[config.mk]
export PLATFORM = sky130hd
export DESIGN_NAME = flash_device_flat
export DESIGN_NICKNAME = d
export VERILOG_FILES = /design/src/verilog/flash_pkg.sv /design/src/verilog/spi_flash_if.sv /design/src/verilog/flash_device.sv /design/src/flat_wrapper.sv
export VERILOG_INCLUDE_DIRS = /design/src /design/src/verilog
export SDC_FILE = /design/constraint.sdc
export NUM_CORES = 1
export LEC_CHECK = 0
export BUFFER_PORTS_ARGS = -buffer_cell sky130_fd_sc_hd__buf_2
export CAP_MARGIN = 40
export CORE_MARGIN = 2
export CORE_UTILIZATION = 50
export DETAILED_ROUTE_END_ITERATION = 10
export PLACE_DENSITY = 0.63
export SETUP_SLACK_MARGIN = 0.1
export SYNTH_ARGS = -nofsm -noshare
export SYNTH_HDL_FRONTEND = slang
export SYNTH_SLANG_ARGS = --single-unit
[constraint.sdc]
create_clock -name ref_clk -period 18.55 [get_ports ref_clk]
set_clock_uncertainty 0.2 [all_clocks]
set_input_delay 0.9275 -clock ref_clk [delete_from_list [all_inputs] [get_ports ref_clk]]
set_output_delay 0.9275 -clock ref_clk [all_outputs]
set_load 0.02 [all_outputs]
[src/verilog/flash_regs.svh]
// constants shared by the serial flash device end and the host controller
`ifndef FLASH_REGS_SVH
`define FLASH_REGS_SVH

// opcodes
`define OP_WRITE_UNLOCK          8'h06
`define OP_STATUS_READ           8'h05
`define OP_SMALLEST_UNIT_CLEAR   8'h20
`define OP_BLOCK_CLEAR_32K       8'h52
`define OP_BLOCK_CLEAR_64K       8'hd8
`define OP_ARRAY_CLEAR_A         8'h60
`define OP_ARRAY_CLEAR_B         8'hc7
`define OP_MAKER_DEVICE_ID_READ  8'h90
`define OP_STANDARD_ID_READ      8'h9f
`define OP_UNIQUE_ID_READ        8'h4b
`define OP_SECURITY_CLEAR        8'h44

// bit counts at which a frame is complete, and the count where it saturates
`define BITS_OPCODE              8'h08
`define BITS_ADDRESSED           8'h20
`define BITS_UID_LEAD            8'h28
`define BITS_SATURATE            8'hff

// erase region masks and protection geometry
`define SECTOR_MASK              24'h000fff
`define BLK32_MASK               24'h007fff
`define BLK64_MASK               24'h00ffff
`define SECREG_MASK              24'h0003ff
`define PROT_UNIT_SMALL          25'h0001000
`define PROT_UNIT_LARGE          25'h0010000
`define ARRAY_TOP                25'h1000000

// self-timed cycle durations in microseconds, and in clock cycles
`define CLK_MHZ                  100
`define T_SE_US                  100
`define T_BE1_US                 200
`define T_BE2_US                 300
`define T_CE_US                  400
`define SE_CYCLES                (`T_SE_US * `CLK_MHZ)
`define BE1_CYCLES               (`T_BE1_US * `CLK_MHZ)
`define BE2_CYCLES               (`T_BE2_US * `CLK_MHZ)
`define CE_CYCLES                (`T_CE_US * `CLK_MHZ)

// host register word indices (byte address = 4 * index)
`define REG_CMD                  3'h0
`define REG_ADDR                 3'h1
`define REG_STATUS               3'h2
`define REG_RX0                  3'h4
`define CMD_ADDR_BIT             8
`define CMD_DUMMY_BIT            9
`define CMD_RXLEN_LSB            16
`define RXLEN_MAX                5'h10
`define SCLK_HALF                4'h8

`endif

[src/verilog/flash_pkg.sv]
// types shared by the serial flash device end and the host controller
package flash_pkg;
   typedef enum logic [2:0] {
      EK_NONE   = 3'b000,
      EK_SECTOR = 3'b001,
      EK_BLK32  = 3'b010,
      EK_BLK64  = 3'b011,
      EK_CHIP   = 3'b100,
      EK_SECREG = 3'b101
   } erase_kind_t;

   typedef enum logic [1:0] {
      HS_IDLE  = 2'b00,
      HS_SETUP = 2'b01,
      HS_SHIFT = 2'b10,
      HS_GAP   = 2'b11
   } host_state_t;
endpackage

[src/verilog/spi_flash_if.sv]
// serial flash link between the host controller and the device end
interface spi_flash_if;
   logic cs_n;    // chip select, active low
   logic sclk;    // serial clock from the host
   logic si;      // serial data into the device
   logic so;      // serial data out of the device
   logic so_oe;   // device drives so
   logic so_line; // resolved output wire, pulled high when undriven

   assign so_line = so_oe ? so : 1'b1;

   modport host   (output cs_n, output sclk, output si, input so_line);
   modport device (input cs_n, input sclk, input si, output so,
                   output so_oe);
endinterface

[src/verilog/flash_device.sv]
// device end: erase, write unlock, status and identification commands
// Operation
// - sector clear: 20h plus three address bytes
// - 32KB block clear: 52h plus address
// - 64KB block clear: d8h plus address
// - array clear: 60h or c7h alone
// - addressed clear only if deselect after 32 bits
// - array clear only if deselect after 8 bits
// - every clear needs write enable latch set
// - accepted clear sets busy flag until done
// - latch cleared before the cycle ends
// - status read still answered while busy
// - protected sectors or blocks are never cleared; array clear at low field 7 with complement set still erases protected ones
// - array clear only with all-zero/all-one protect match
// - each clear type has its own duration, except security clear, which uses the sector one
// - 90h, zero address, then maker and device codes
// - 9fh returns maker, type, capacity bytes
// - 9fh ignored while a cycle runs
// - host avoids 9fh in deep power-down
// - deselect ends identification output at once
// - 4bh, address, dummy, then 128-bit serial
// - three security registers selected by address 15:12
// - locked security registers ignore clear commands
// - opcode and address sampled on rising clock
`include "flash_regs.svh"
module flash_device
   import flash_pkg::*;
#(
   parameter int unsigned  SE_CYCLES    = `SE_CYCLES,
   parameter int unsigned  BE1_CYCLES   = `BE1_CYCLES,
   parameter int unsigned  BE2_CYCLES   = `BE2_CYCLES,
   parameter int unsigned  CE_CYCLES    = `CE_CYCLES,
   parameter logic [7:0]   MAKER_CODE   = 8'h5a, // arbitrary value
   parameter logic [7:0]   DEVICE_CODE  = 8'h17, // arbitrary value
   parameter logic [7:0]   MEM_TYPE     = 8'h40, // arbitrary value
   parameter logic [7:0]   CAPACITY     = 8'h18, // arbitrary value
   parameter logic [127:0] UNIQUE_ID    =
      128'h0123456789abcdeffedcba9876543210      // arbitrary value
)(
   input  wire logic       ref_clk,            // 100 MHz clock
   input  wire logic       reset_n,            // synchronous reset
   spi_flash_if.device     link,               // serial link pins
   input  wire logic [4:0] block_protect_bits, // protect field
   input  wire logic       protect_complement, // invert protection
   input  wire logic [2:0] security_lock_bits, // per-register locks
   output logic            write_in_progress,  // busy flag
   output logic            write_enable_latch, // write unlock state
   output erase_kind_t     erase_kind,         // running or last kind
   output logic [23:0]     erase_addr          // base of region
);
   logic [2:0]   sync1_q;
   logic [2:0]   sync2_q;
   logic         cs_prev_q;
   logic         sclk_prev_q;
   logic [31:0]  in_sr_q;
   logic [7:0]   bit_cnt_q;
   logic [7:0]   op_q;
   logic [127:0] out_sr_q;
   logic         out_act_q;
   logic         so_q;
   logic         wip_q;
   logic         wel_q;
   logic [31:0]  ecnt_q;
   erase_kind_t  kind_q;
   logic [23:0]  eaddr_q;

   // pins come from another domain: two flops before any use
   always_ff @(posedge ref_clk) begin
      if (!reset_n) begin
         sync1_q <= 3'h4;
         sync2_q <= 3'h4;
      end else begin
         sync1_q <= {link.cs_n, link.sclk, link.si};
         sync2_q <= sync1_q;
      end
   end

   wire cs_n_s = sync2_q[2];
   wire sclk_s = sync2_q[1];
   wire si_s   = sync2_q[0];

   always_ff @(posedge ref_clk) begin
      if (!reset_n) begin
         cs_prev_q   <= 1'b1;
         sclk_prev_q <= 1'b0;
      end else begin
         cs_prev_q   <= cs_n_s;
         sclk_prev_q <= sclk_s;
      end
   end

   wire sclk_rise = sclk_s & ~sclk_prev_q & ~cs_n_s;
   wire sclk_fall = ~sclk_s & sclk_prev_q & ~cs_n_s;
   wire cs_rise   = cs_n_s & ~cs_prev_q;
   wire cs_fall   = ~cs_n_s & cs_prev_q;

   // input shifter and saturating bit count
   wire [7:0]  cnt_next = (bit_cnt_q == `BITS_SATURATE) ? bit_cnt_q
                          : bit_cnt_q + 8'h01;
   wire [31:0] in_next  = {in_sr_q[30:0], si_s};
   wire [7:0]  op_new   = in_next[7:0];

   always_ff @(posedge ref_clk) begin
      if (!reset_n) begin
         in_sr_q   <= 32'h0;
         bit_cnt_q <= 8'h00;
         op_q      <= 8'h00;
      end else if (cs_fall) begin
         bit_cnt_q <= 8'h00;
      end else if (sclk_rise) begin
         in_sr_q   <= in_next;
         bit_cnt_q <= cnt_next;
         if (cnt_next == `BITS_OPCODE)
            op_q <= op_new;
      end
   end

   // output loads; a busy device decodes nothing but status reads
   wire [7:0]   status_byte = {6'h00, wel_q, wip_q};
   wire at_op   = sclk_rise & (cnt_next == `BITS_OPCODE);
   wire ld_sts  = at_op & (op_new == `OP_STATUS_READ);
   wire ld_std  = at_op & ~wip_q
                  & (op_new == `OP_STANDARD_ID_READ);
   wire ld_mdid = sclk_rise & ~wip_q & (cnt_next == `BITS_ADDRESSED)
                  & (op_q == `OP_MAKER_DEVICE_ID_READ);
   wire ld_uid  = sclk_rise & ~wip_q & (cnt_next == `BITS_UID_LEAD)
                  & (op_q == `OP_UNIQUE_ID_READ);
   wire ld_any  = ld_sts | ld_std | ld_mdid | ld_uid;
   wire [127:0] ld_val =
      ld_sts  ? {16{status_byte}} :
      ld_std  ? {MAKER_CODE, MEM_TYPE, CAPACITY, 104'h0} :
      ld_mdid ? {MAKER_CODE, DEVICE_CODE, 112'h0} :
      UNIQUE_ID;

   // bits leave msb first, each on a falling serial clock edge
   always_ff @(posedge ref_clk) begin
      if (!reset_n) begin
         out_sr_q  <= 128'h0;
         out_act_q <= 1'b0;
         so_q      <= 1'b0;
      end else if (cs_n_s) begin
         out_act_q <= 1'b0;
      end else if (ld_any) begin
         out_sr_q  <= ld_val;
         out_act_q <= 1'b1;
      end else if (sclk_fall & out_act_q) begin
         so_q      <= out_sr_q[127];
         out_sr_q  <= {out_sr_q[126:0], 1'b0};
      end
   end

   // region of the addressed command
   wire [23:0] addr_in  = in_sr_q[23:0];
   wire [23:0] mask     =
      (op_q == `OP_SMALLEST_UNIT_CLEAR) ? `SECTOR_MASK :
      (op_q == `OP_BLOCK_CLEAR_32K)     ? `BLK32_MASK  : `BLK64_MASK;
   wire [23:0] reg_lo   = addr_in & ~mask;
   wire [23:0] reg_hi   = addr_in | mask;

   // protected range: top or bottom share, sized by the low field
   wire [2:0]  bp_lo    = block_protect_bits[2:0];
   wire [24:0] unit     = block_protect_bits[4] ? `PROT_UNIT_SMALL
                          : `PROT_UNIT_LARGE;
   wire [24:0] psize    = (bp_lo == 3'h0) ? 25'h0
                          : unit << (bp_lo - 3'h1);
   wire [24:0] plim     = `ARRAY_TOP - psize;
   wire        bottom   = block_protect_bits[3];
   wire        hit_top  = protect_complement ? ({1'b0, reg_lo} < plim)
                          : ({1'b0, reg_hi} >= plim);
   wire        hit_bot  = protect_complement ? ({1'b0, reg_hi} >= psize)
                          : ({1'b0, reg_lo} < psize);
   wire        prot_hit = bottom ? hit_bot : hit_top;
   wire        chip_ok  = ((bp_lo == 3'h0) & ~protect_complement)
                          | ((bp_lo == 3'h7) & protect_complement);

   // security register address check and per-register lock
   wire [3:0]  sec_idx  = addr_in[15:12];
   wire [2:0]  sec_sel  = (sec_idx == 4'h1) ? 3'h1 :
                          (sec_idx == 4'h2) ? 3'h2 :
                          (sec_idx == 4'h3) ? 3'h4 : 3'h0;
   wire        sec_ok   = (addr_in[23:16] == 8'h00)
                          & (addr_in[11:10] == 2'h0)
                          & (sec_sel != 3'h0);
   wire        sec_lock = |(sec_sel & security_lock_bits);

   // accepted only on deselect at an exact bit count
   wire frame8  = bit_cnt_q == `BITS_OPCODE;
   wire frame32 = bit_cnt_q == `BITS_ADDRESSED;
   wire may_go  = cs_rise & ~wip_q & wel_q;
   wire is_area = (op_q == `OP_SMALLEST_UNIT_CLEAR)
                  | (op_q == `OP_BLOCK_CLEAR_32K)
                  | (op_q == `OP_BLOCK_CLEAR_64K);
   wire is_chip = (op_q == `OP_ARRAY_CLEAR_A)
                  | (op_q == `OP_ARRAY_CLEAR_B);
   wire go_area = may_go & frame32 & is_area & ~prot_hit;
   wire go_chip = may_go & frame8 & is_chip & chip_ok;
   wire go_sec  = may_go & frame32 & (op_q == `OP_SECURITY_CLEAR)
                  & sec_ok & ~sec_lock;
   wire go      = go_area | go_chip | go_sec;
   wire unlock  = cs_rise & ~wip_q & frame8
                  & (op_q == `OP_WRITE_UNLOCK);

   wire erase_kind_t kind_new =
      go_chip ? EK_CHIP :
      go_sec  ? EK_SECREG :
      (op_q == `OP_SMALLEST_UNIT_CLEAR) ? EK_SECTOR :
      (op_q == `OP_BLOCK_CLEAR_32K)     ? EK_BLK32 : EK_BLK64;
   wire [31:0] dur_new =
      go_chip ? CE_CYCLES :
      go_sec  ? SE_CYCLES :
      (op_q == `OP_SMALLEST_UNIT_CLEAR) ? SE_CYCLES :
      (op_q == `OP_BLOCK_CLEAR_32K)     ? BE1_CYCLES : BE2_CYCLES;
   wire [23:0] base_new =
      go_chip ? 24'h000000 :
      go_sec  ? (addr_in & ~`SECREG_MASK) : reg_lo;

   // self-timed cycle
   always_ff @(posedge ref_clk) begin
      if (!reset_n) begin
         wip_q   <= 1'b0;
         ecnt_q  <= 32'h0;
         kind_q  <= EK_NONE;
         eaddr_q <= 24'h000000;
      end else if (go) begin
         wip_q   <= 1'b1;
         ecnt_q  <= dur_new - 32'h1;
         kind_q  <= kind_new;
         eaddr_q <= base_new;
      end else if (wip_q) begin
         if (ecnt_q == 32'h0)
            wip_q  <= 1'b0;
         else
            ecnt_q <= ecnt_q - 32'h1;
      end
   end

   // latch drops as the cycle starts, well before it finishes
   always_ff @(posedge ref_clk) begin
      if (!reset_n)
         wel_q <= 1'b0;
      else if (go)
         wel_q <= 1'b0;
      else if (unlock)
         wel_q <= 1'b1;
   end

   assign link.so            = so_q;
   assign link.so_oe         = out_act_q;
   assign write_in_progress  = wip_q;
   assign write_enable_latch = wel_q;
   assign erase_kind         = kind_q;
   assign erase_addr         = eaddr_q;
endmodule

[src/flat_wrapper.sv]
// flat-port wrapper written by rule: the top's interface ports become plain ports
module flash_device_flat import flash_pkg::*;
#(
   parameter int unsigned  SE_CYCLES    = `SE_CYCLES,
   parameter int unsigned  BE1_CYCLES   = `BE1_CYCLES,
   parameter int unsigned  BE2_CYCLES   = `BE2_CYCLES,
   parameter int unsigned  CE_CYCLES    = `CE_CYCLES,
   parameter logic [7:0]   MAKER_CODE   = 8'h5a,                   
   parameter logic [7:0]   DEVICE_CODE  = 8'h17,                   
   parameter logic [7:0]   MEM_TYPE     = 8'h40,                   
   parameter logic [7:0]   CAPACITY     = 8'h18,                   
   parameter logic [127:0] UNIQUE_ID    =
      128'h0123456789abcdeffedcba9876543210                        
)
  (ref_clk, reset_n, block_protect_bits, protect_complement, security_lock_bits, write_in_progress, write_enable_latch, erase_kind, erase_addr, link_cs_n, link_sclk, link_si, link_so, link_so_oe);
  spi_flash_if link_i ();
  input  wire logic ref_clk;
  input  wire logic reset_n;
  input  wire logic [4:0] block_protect_bits;
  input  wire logic protect_complement;
  input  wire logic [2:0] security_lock_bits;
  output logic write_in_progress;
  output logic write_enable_latch;
  output erase_kind_t erase_kind;
  output logic [23:0] erase_addr;
  input wire logic [$bits(link_i.cs_n)-1:0] link_cs_n;
  input wire logic [$bits(link_i.sclk)-1:0] link_sclk;
  input wire logic [$bits(link_i.si)-1:0] link_si;
  output wire logic [$bits(link_i.so)-1:0] link_so;
  output wire logic [$bits(link_i.so_oe)-1:0] link_so_oe;
  assign link_i.cs_n = link_cs_n;
  assign link_i.sclk = link_sclk;
  assign link_i.si = link_si;
  assign link_so = link_i.so;
  assign link_so_oe = link_i.so_oe;
  flash_device #(.SE_CYCLES(SE_CYCLES), .BE1_CYCLES(BE1_CYCLES), .BE2_CYCLES(BE2_CYCLES), .CE_CYCLES(CE_CYCLES), .MAKER_CODE(MAKER_CODE), .DEVICE_CODE(DEVICE_CODE), .MEM_TYPE(MEM_TYPE), .CAPACITY(CAPACITY), .UNIQUE_ID(UNIQUE_ID)) u_core (.ref_clk(ref_clk), .reset_n(reset_n), .link(link_i), .block_protect_bits(block_protect_bits), .protect_complement(protect_complement), .security_lock_bits(security_lock_bits), .write_in_progress(write_in_progress), .write_enable_latch(write_enable_latch), .erase_kind(erase_kind), .erase_addr(erase_addr));
endmodule
# Word-level counts from Yosys, hierarchy flattened

Cells that the tools add are included.

Reduce and logical (&&, ||, !) cells: 16
Divide/modulo/power cells: 0
Bitwise logic cells: 57
Multiplexer cells: 32
Eq/ne operators: 22
Add/sub/neg operators: 5
Shift operators: 1
$lt $le $gt $ge: 4
Multipliers: 0

Operators with widths:

| operator                                             | number |
|---|---|
| two-way mux 128 bit                                  | 4 |
| two-way mux 32 bit                                   | 6 |
| two-way mux 127 bit                                  | 1 |
| two-way mux 24 bit                                   | 3 |
| subtractor 32 x 1 -> 32 bit (second input constant)  | 2 |
| greater-or-equal comparator 24 x 25 -> 1 bit         | 2 |
| < comparator 24 x 25 -> 1 bit                        | 2 |
| equality test 8 bit (second input constant)          | 5 |
| AND 1 bit                                            | 33 |
| equality test 8 x 6 -> 1 bit (second input constant) | 4 |
| equality test 8 x 7 -> 1 bit (second input constant) | 4 |
| logical NOT 32 bit                                   | 1 |
| two-way mux 25 bit                                   | 1 |
| left shift 25 x 3 -> 25 bit                          | 1 |
| subtractor 25 bit (first input constant)             | 1 |
| AND 24 bit                                           | 1 |
| NOT 24 bit                                           | 1 |
| OR 24 bit                                            | 1 |
| two-way mux 3 bit                                    | 6 |
| two-way mux 17 bit                                   | 1 |
| equality test 8 x 3 -> 1 bit (second input constant) | 2 |
| equality test 8 x 4 -> 1 bit (second input constant) | 2 |
| two-way mux 16 bit                                   | 1 |
| two-way mux 14 bit                                   | 1 |
| other kinds (20)                                     | 51 |

Latch bits: 0
Bits in registers: 239
Memories kept: 0
Bits in read-only memories: 0
RAM bits: 0
Output and inout bits: 31

# Logic depth before layout (Yosys ltp)

Word-level depth: 14
Gate-level depth with buffers: 30
Gate-level depth less buffers: 23

# Worst setup path after synthesis

No wires, ideal clock.

Path type: input -> register
Start: input block_protect_bits[0]
End: register u_core.ecnt_q[30]
Arrival: 6642 ps
Slack: 11647 ps
Data required time: 18289 ps
Stages on the path: 29
Path buffers: 6
Cells stage by stage: clkbuf_1 -> inv_1 -> ha_1 -> or3_1 -> nand2_1 -> and2_1 -> clkbuf_1 -> nand2_1 -> ha_1 -> clkbuf_1 -> and3b_1 -> a41oi_1 -> o21ai_0 -> ha_1 -> nand3_1 -> nor3_1 -> a21oi_1 -> a2111o_1 -> a21o_1 -> a31oi_2 -> buf_6 -> buf_2 -> buf_1 -> nand2_1 -> ha_1 -> o211ai_2 -> a2111oi_4 -> a2111oi_0 -> a41o_1

Cells in the longest elaborated chain, start to end: 13
Elaborated cells on any way between the ends: 27
Classes of those cells: add/sub (3); order compare (4); eq/ne (2); shift (1); mux (6); bitwise (8); reduce/logical (3)

RTL lines:

| item                                                                                                 | RTL line                                 | text |
|---|---|---|
| from (decl)                                                                                          | flat_wrapper.sv:19                       | `input wire logic [4:0] block_protect_bits;` |
| subtractor 3 x 1 -> 3 bit                                                                            | flash_device.sv:165                      | `: unit << (bp_lo - 3'h1);` |
| left shift 25 x 3 -> 25 bit                                                                          | flash_device.sv:165                      |  |
| two-way mux 25 bit                                                                                   | flash_device.sv:164                      | `wire [24:0] psize = (bp_lo == 3'h0) ? 25'h0` |
| subtractor 25 bit (no source line)                                                                   | --                                       |  |
| greater-or-equal comparator 24 x 25 -> 1 bit / < comparator 24 x 25 -> 1 bit (equally long branches) | flash_device.sv:169, flash_device.sv:168 |  |
| two-way mux 1 bit                                                                                    | flash_device.sv:168                      | `wire hit_top = protect_complement ? ({1'b0, reg_lo} < plim)` |
| two-way mux 1 bit                                                                                    | flash_device.sv:172                      | `wire prot_hit = bottom ? hit_bot : hit_top;` |
| NOT 1 bit                                                                                            | flash_device.sv:195                      | `wire go_area = may_go & frame32 & is_area & ~prot_hit;` |
| AND 1 bit                                                                                            | flash_device.sv:195                      |  |
| OR 1 bit (2 in series)                                                                               | flash_device.sv:199                      | `wire go = go_area \| go_chip \| go_sec;` |
| != test 2 x 1 -> 1 bit (no source line) / nonzero test 2 bit (equally long branches)                 | --                                       |  |
| AND reduction 2 bit (no source line)                                                                 | --                                       |  |
| to (signal assigned)                                                                                 | flash_device.sv:226                      | `ecnt_q <= dur_new - 32'h1;` |
| to (signal assigned)                                                                                 | flash_device.sv:233                      | `ecnt_q <= ecnt_q - 32'h1;` |
| to (decl)                                                                                            | flash_device.sv:63                       | `logic [31:0] ecnt_q;` |

Several ways; a longest one is shown, not always the timed one.
A chain may end at the register's enable or synchronous reset.

# Worst setup path after layout

Ends and elaborated chain as after synthesis.

==> impl_metrics.toml <==
[worst_setup_path]
worstSetupPathType = "input pin to flop"
crit_slowest_cell = "a2111oi_4"
start_kind = "input pin"
arrival_ns = 6.96
critPathMaxFanout = 38
crit_path_max_incr_delay_ns = 0.75
critPathRequiredTime_ns = 18.77
cpMostUsedCell = "ha_1"
worstRegToRegCells = 17
rr_startpoint = "u_core.op_q[2]"
cp-end-kind = "flop"
crit_path_start = "block_protect_bits[0]"
worst_r2r_endpoint = "u_core.ecnt_q[30]"
reg2reg_slack_ns = 12.85

[layout]
n_fill_cell = 2083
antenna_cells = 0
final_core_utilization_pct = 56.5
nets = 1412
multiInputGateArea_um2 = 6040
regArea_um2 = 4580
drive_above_1_share_pct = 9.12
areaGrowthSynthToFinish_pct = 11.2

[cts]
cts_setup_buffers = 0
path_clk_slew_ns = 0.06
ctsHoldBuffers = 0
numCtsBuffers = 25
insertion_delay_ns = 0.53
cts_resized = 0
tritoncts = "built"
htreeDepth = 1
ctsLongestPathBuffers = 3
root_buffer = "clkbuf_16"
cts_sinks = 229

[detailed_routing]
drc = 0
firstDrtPassIters = 5
num_vias = 9613
drt_iter0_drc = 588
ant_nets = 0
wl_per_cell_um = 15.8
viasPerCell = 5.79
finalWirelength_um = 26200

[outcome]
status = "complete, no violations"

[power_and_ir_drop]
pwr-share-comb_pct = 4.0
p_switching_w = 0.000235
ir_drop_mv = 0.0727
pwr-share-clk_pct = 50.9
p_leak_nw = 4.58
pwr_density_cell_nw_per_um2 = 88.7
switching_share_pct = 21.4
p_seq_share_pct = 45.1
internal-power_w = 0.000859

[floorplan]
die-area_um2 = 23400
num_rows = 54
die_w_um = 153
pin_count = 45
core_area_um2 = 21800
dieHeight_um = 153
floorplan.initialDensity_pct = 50.8

[logic_synthesis]
synth_xor_xnor_area_share_pct = 1.34
yosysWarnings = 0
yosysTopAreaCellShare_pct = 41.3
synth-simple-area-share_pct = 23.7
synthTopCellsByArea = "dfxtp_1 41%, nand2_1 9.3%, a21oi_1 8.2%"
synth_most_common_cell = "nand2_1"
synthAdderAreaFrac_pct = 4.06
synthTopCellsByCount = "275 x nand2_1, 229 x dfxtp_1, 182 x a21oi_1"
synth_edf_count = 0
syn_area_per_cell_um2 = 8.03
synth_cells = 1382
ys_ff_latch = 229
netlist_area_um2 = 11100
ys_async_sr_fraction_pct = 0
synthFlopType = "dfxtp_1"
synth_top_family_by_area = "simple AND/OR/NAND/NOR gates"
synth_cell_types = 84
yosys.area.top_type = "dfxtp_1"
synth-compound-area-share_pct = 23.4
synth_mux_area_share_pct = 1.47
ys_seq_area_share_pct = 41.3

[timing]
fmax_mhz = 148
fin_crit_sh_pct = 36.3
relSlewSlack_pct = 40.7
slew_viol_final = 0
fin_hold_ws_ns = 0.207
finalHoldViolations = 0
grt_setup_unrepaired = "false"
period_minus_slack_ns = 6.74
setup_tns_ns = 0
tightest_slew_ns = 0.883
setup_viol = 0

[hold_path]
min_path_cells = 1
hold_path.class = "flop to flop"
whs_endpoint = "u_core.sync2_q[2]"
min-delay-start = "u_core.sync1_q[2]"

[job]
cap_violations = 0

[global_routing]
grt_max_degree = 77
grt_pass1_vias = 8971
antenna_found_initial = 0
grt_pass1_wl_um = 44300
grt-ovfl-total = 0
grt_usage_pct = 22.0

[place]
dp.final_hpwl_um = 16700
place.gp.congestion = 0.883
numPortBuffers = 34
[routing by layer]
metal | vias up | share of wire (%) | track usage [%] | wire length [um]
li1 | 4843 | - | - | -
met1 | 4543 | 47 | 29.5 | 12200
met2 | 187 | 48 | 37.7 | 12500
met3 | 40 | 3.7 | 2.67 | 958
met4 | 0 | 2.1 | 5.86 | 547
met5 | - | 0 | 0 | 0
[how the worst max path moves through the flow]
stage / end / slack, ns / depth (start not counted)
2_1_floorplan: u_core.ecnt_q[30] / 11.65 / 29
3_3_place_gp: u_core.ecnt_q[30] / 11.56 / 25
3_5_place_dp: u_core.ecnt_q[30] / 11.33 / 25
4_1_cts: u_core.ecnt_q[30] / 11.86 / 25
5_1_grt: u_core.ecnt_q[30] / 11.26 / 25
6_report: u_core.ecnt_q[30] / 11.81 / 25
[placed cells by master (no fill, tap or decap), types with 10 or more instances in the layout]
master     instances
nand2_1          275
dfxtp_1          229
a21oi_1          182
nand3_1           73
nor2_1            62
o21ai_0           58
o21a_1            56
ha_1              36
buf_2             34
clkbuf_16         25
nor3_1            22
and2_1            21
a31oi_1           16
inv_1             14
mux2i_1           14
nand2b_1          13
buf_4             13
and3_1            12
a21o_1            12
nor4_1            12
a211oi_1          10
xnor2_1           10
conb_1            10
[power by group through the flow]
stage	registers, W	logic, W	clock network (W)
final	0.000494	0.0000436	0.000557
after global routing	0.000494	0.0000485	0.000586
after CTS	0.000494	0.0000436	0.000568
after detailed placement	0.000505	0.0000434	0
after global placement	0.000505	0.0000424	0
after floorplan	0.000504	0.0000338	0
[state kept, by name, summed over array words and instances, names as in the netlist, 3 cells and up]
name and count:
u_core.out_sr_q 128, u_core.ecnt_q 32, u_core.in_sr_q 24, u_core.erase_addr 14, u_core.bit_cnt_q 8, u_core.op_q 8
u_core.erase_kind 3, u_core.sync1_q 3, u_core.sync2_q 3
[stage by stage]
step | total power (W) | setup slack [ns] | instances | instance area, um^2
3_3_place_gp | 0.000547 | 11.56 | 1609 | 11300
6_report | 0.00109 | 11.81 | 1661 | 12300
5_1_grt | 0.00113 | 11.26 | 1661 | 12300
4_1_cts | 0.00111 | 11.86 | 1661 | 12300
2_1_floorplan | 0.000538 | 11.65 | 1391 | 11100
3_5_place_dp | 0.000548 | 11.33 | 1615 | 11400
[area by class of cell]
cell class | count | area share, %
Multi-Input combinational cell | 1040 | 48.9
Sequential cell | 229 | 37.1
Timing Repair Buffer | 51 | 3.00
Clock buffer | 33 | 5.72
Inverter | 15 | 0.466
Clock inverter | 13 | 1.89
Tap cell | 280 | 2.84
[critical path, delay by kind of cell]
family | cells | cell delay, ns
AO/OA/AOI/OAI | 9 | 2.56
AND/OR/NAND/NOR | 9 | 1.67
adder cells (fa/ha/maj) | 4 | 1.19
buffers and inverters | 3 | 0.56
[kinds of logic (layout without fill, tap and decap cells)]
kind of cell | after synthesis | count (layout)
flip-flops | 229 | 229
other | 1 | 10
AND/OR/NAND/NOR | 557 | 557
buffers and inverters | 122 | 112
adder cells (fa/ha/maj) | 36 | 36
AO/OA/AOI/OAI | 404 | 404
XOR/XNOR | 17 | 17
multiplexers | 16 | 16
(Power assumes the default switching activity.)
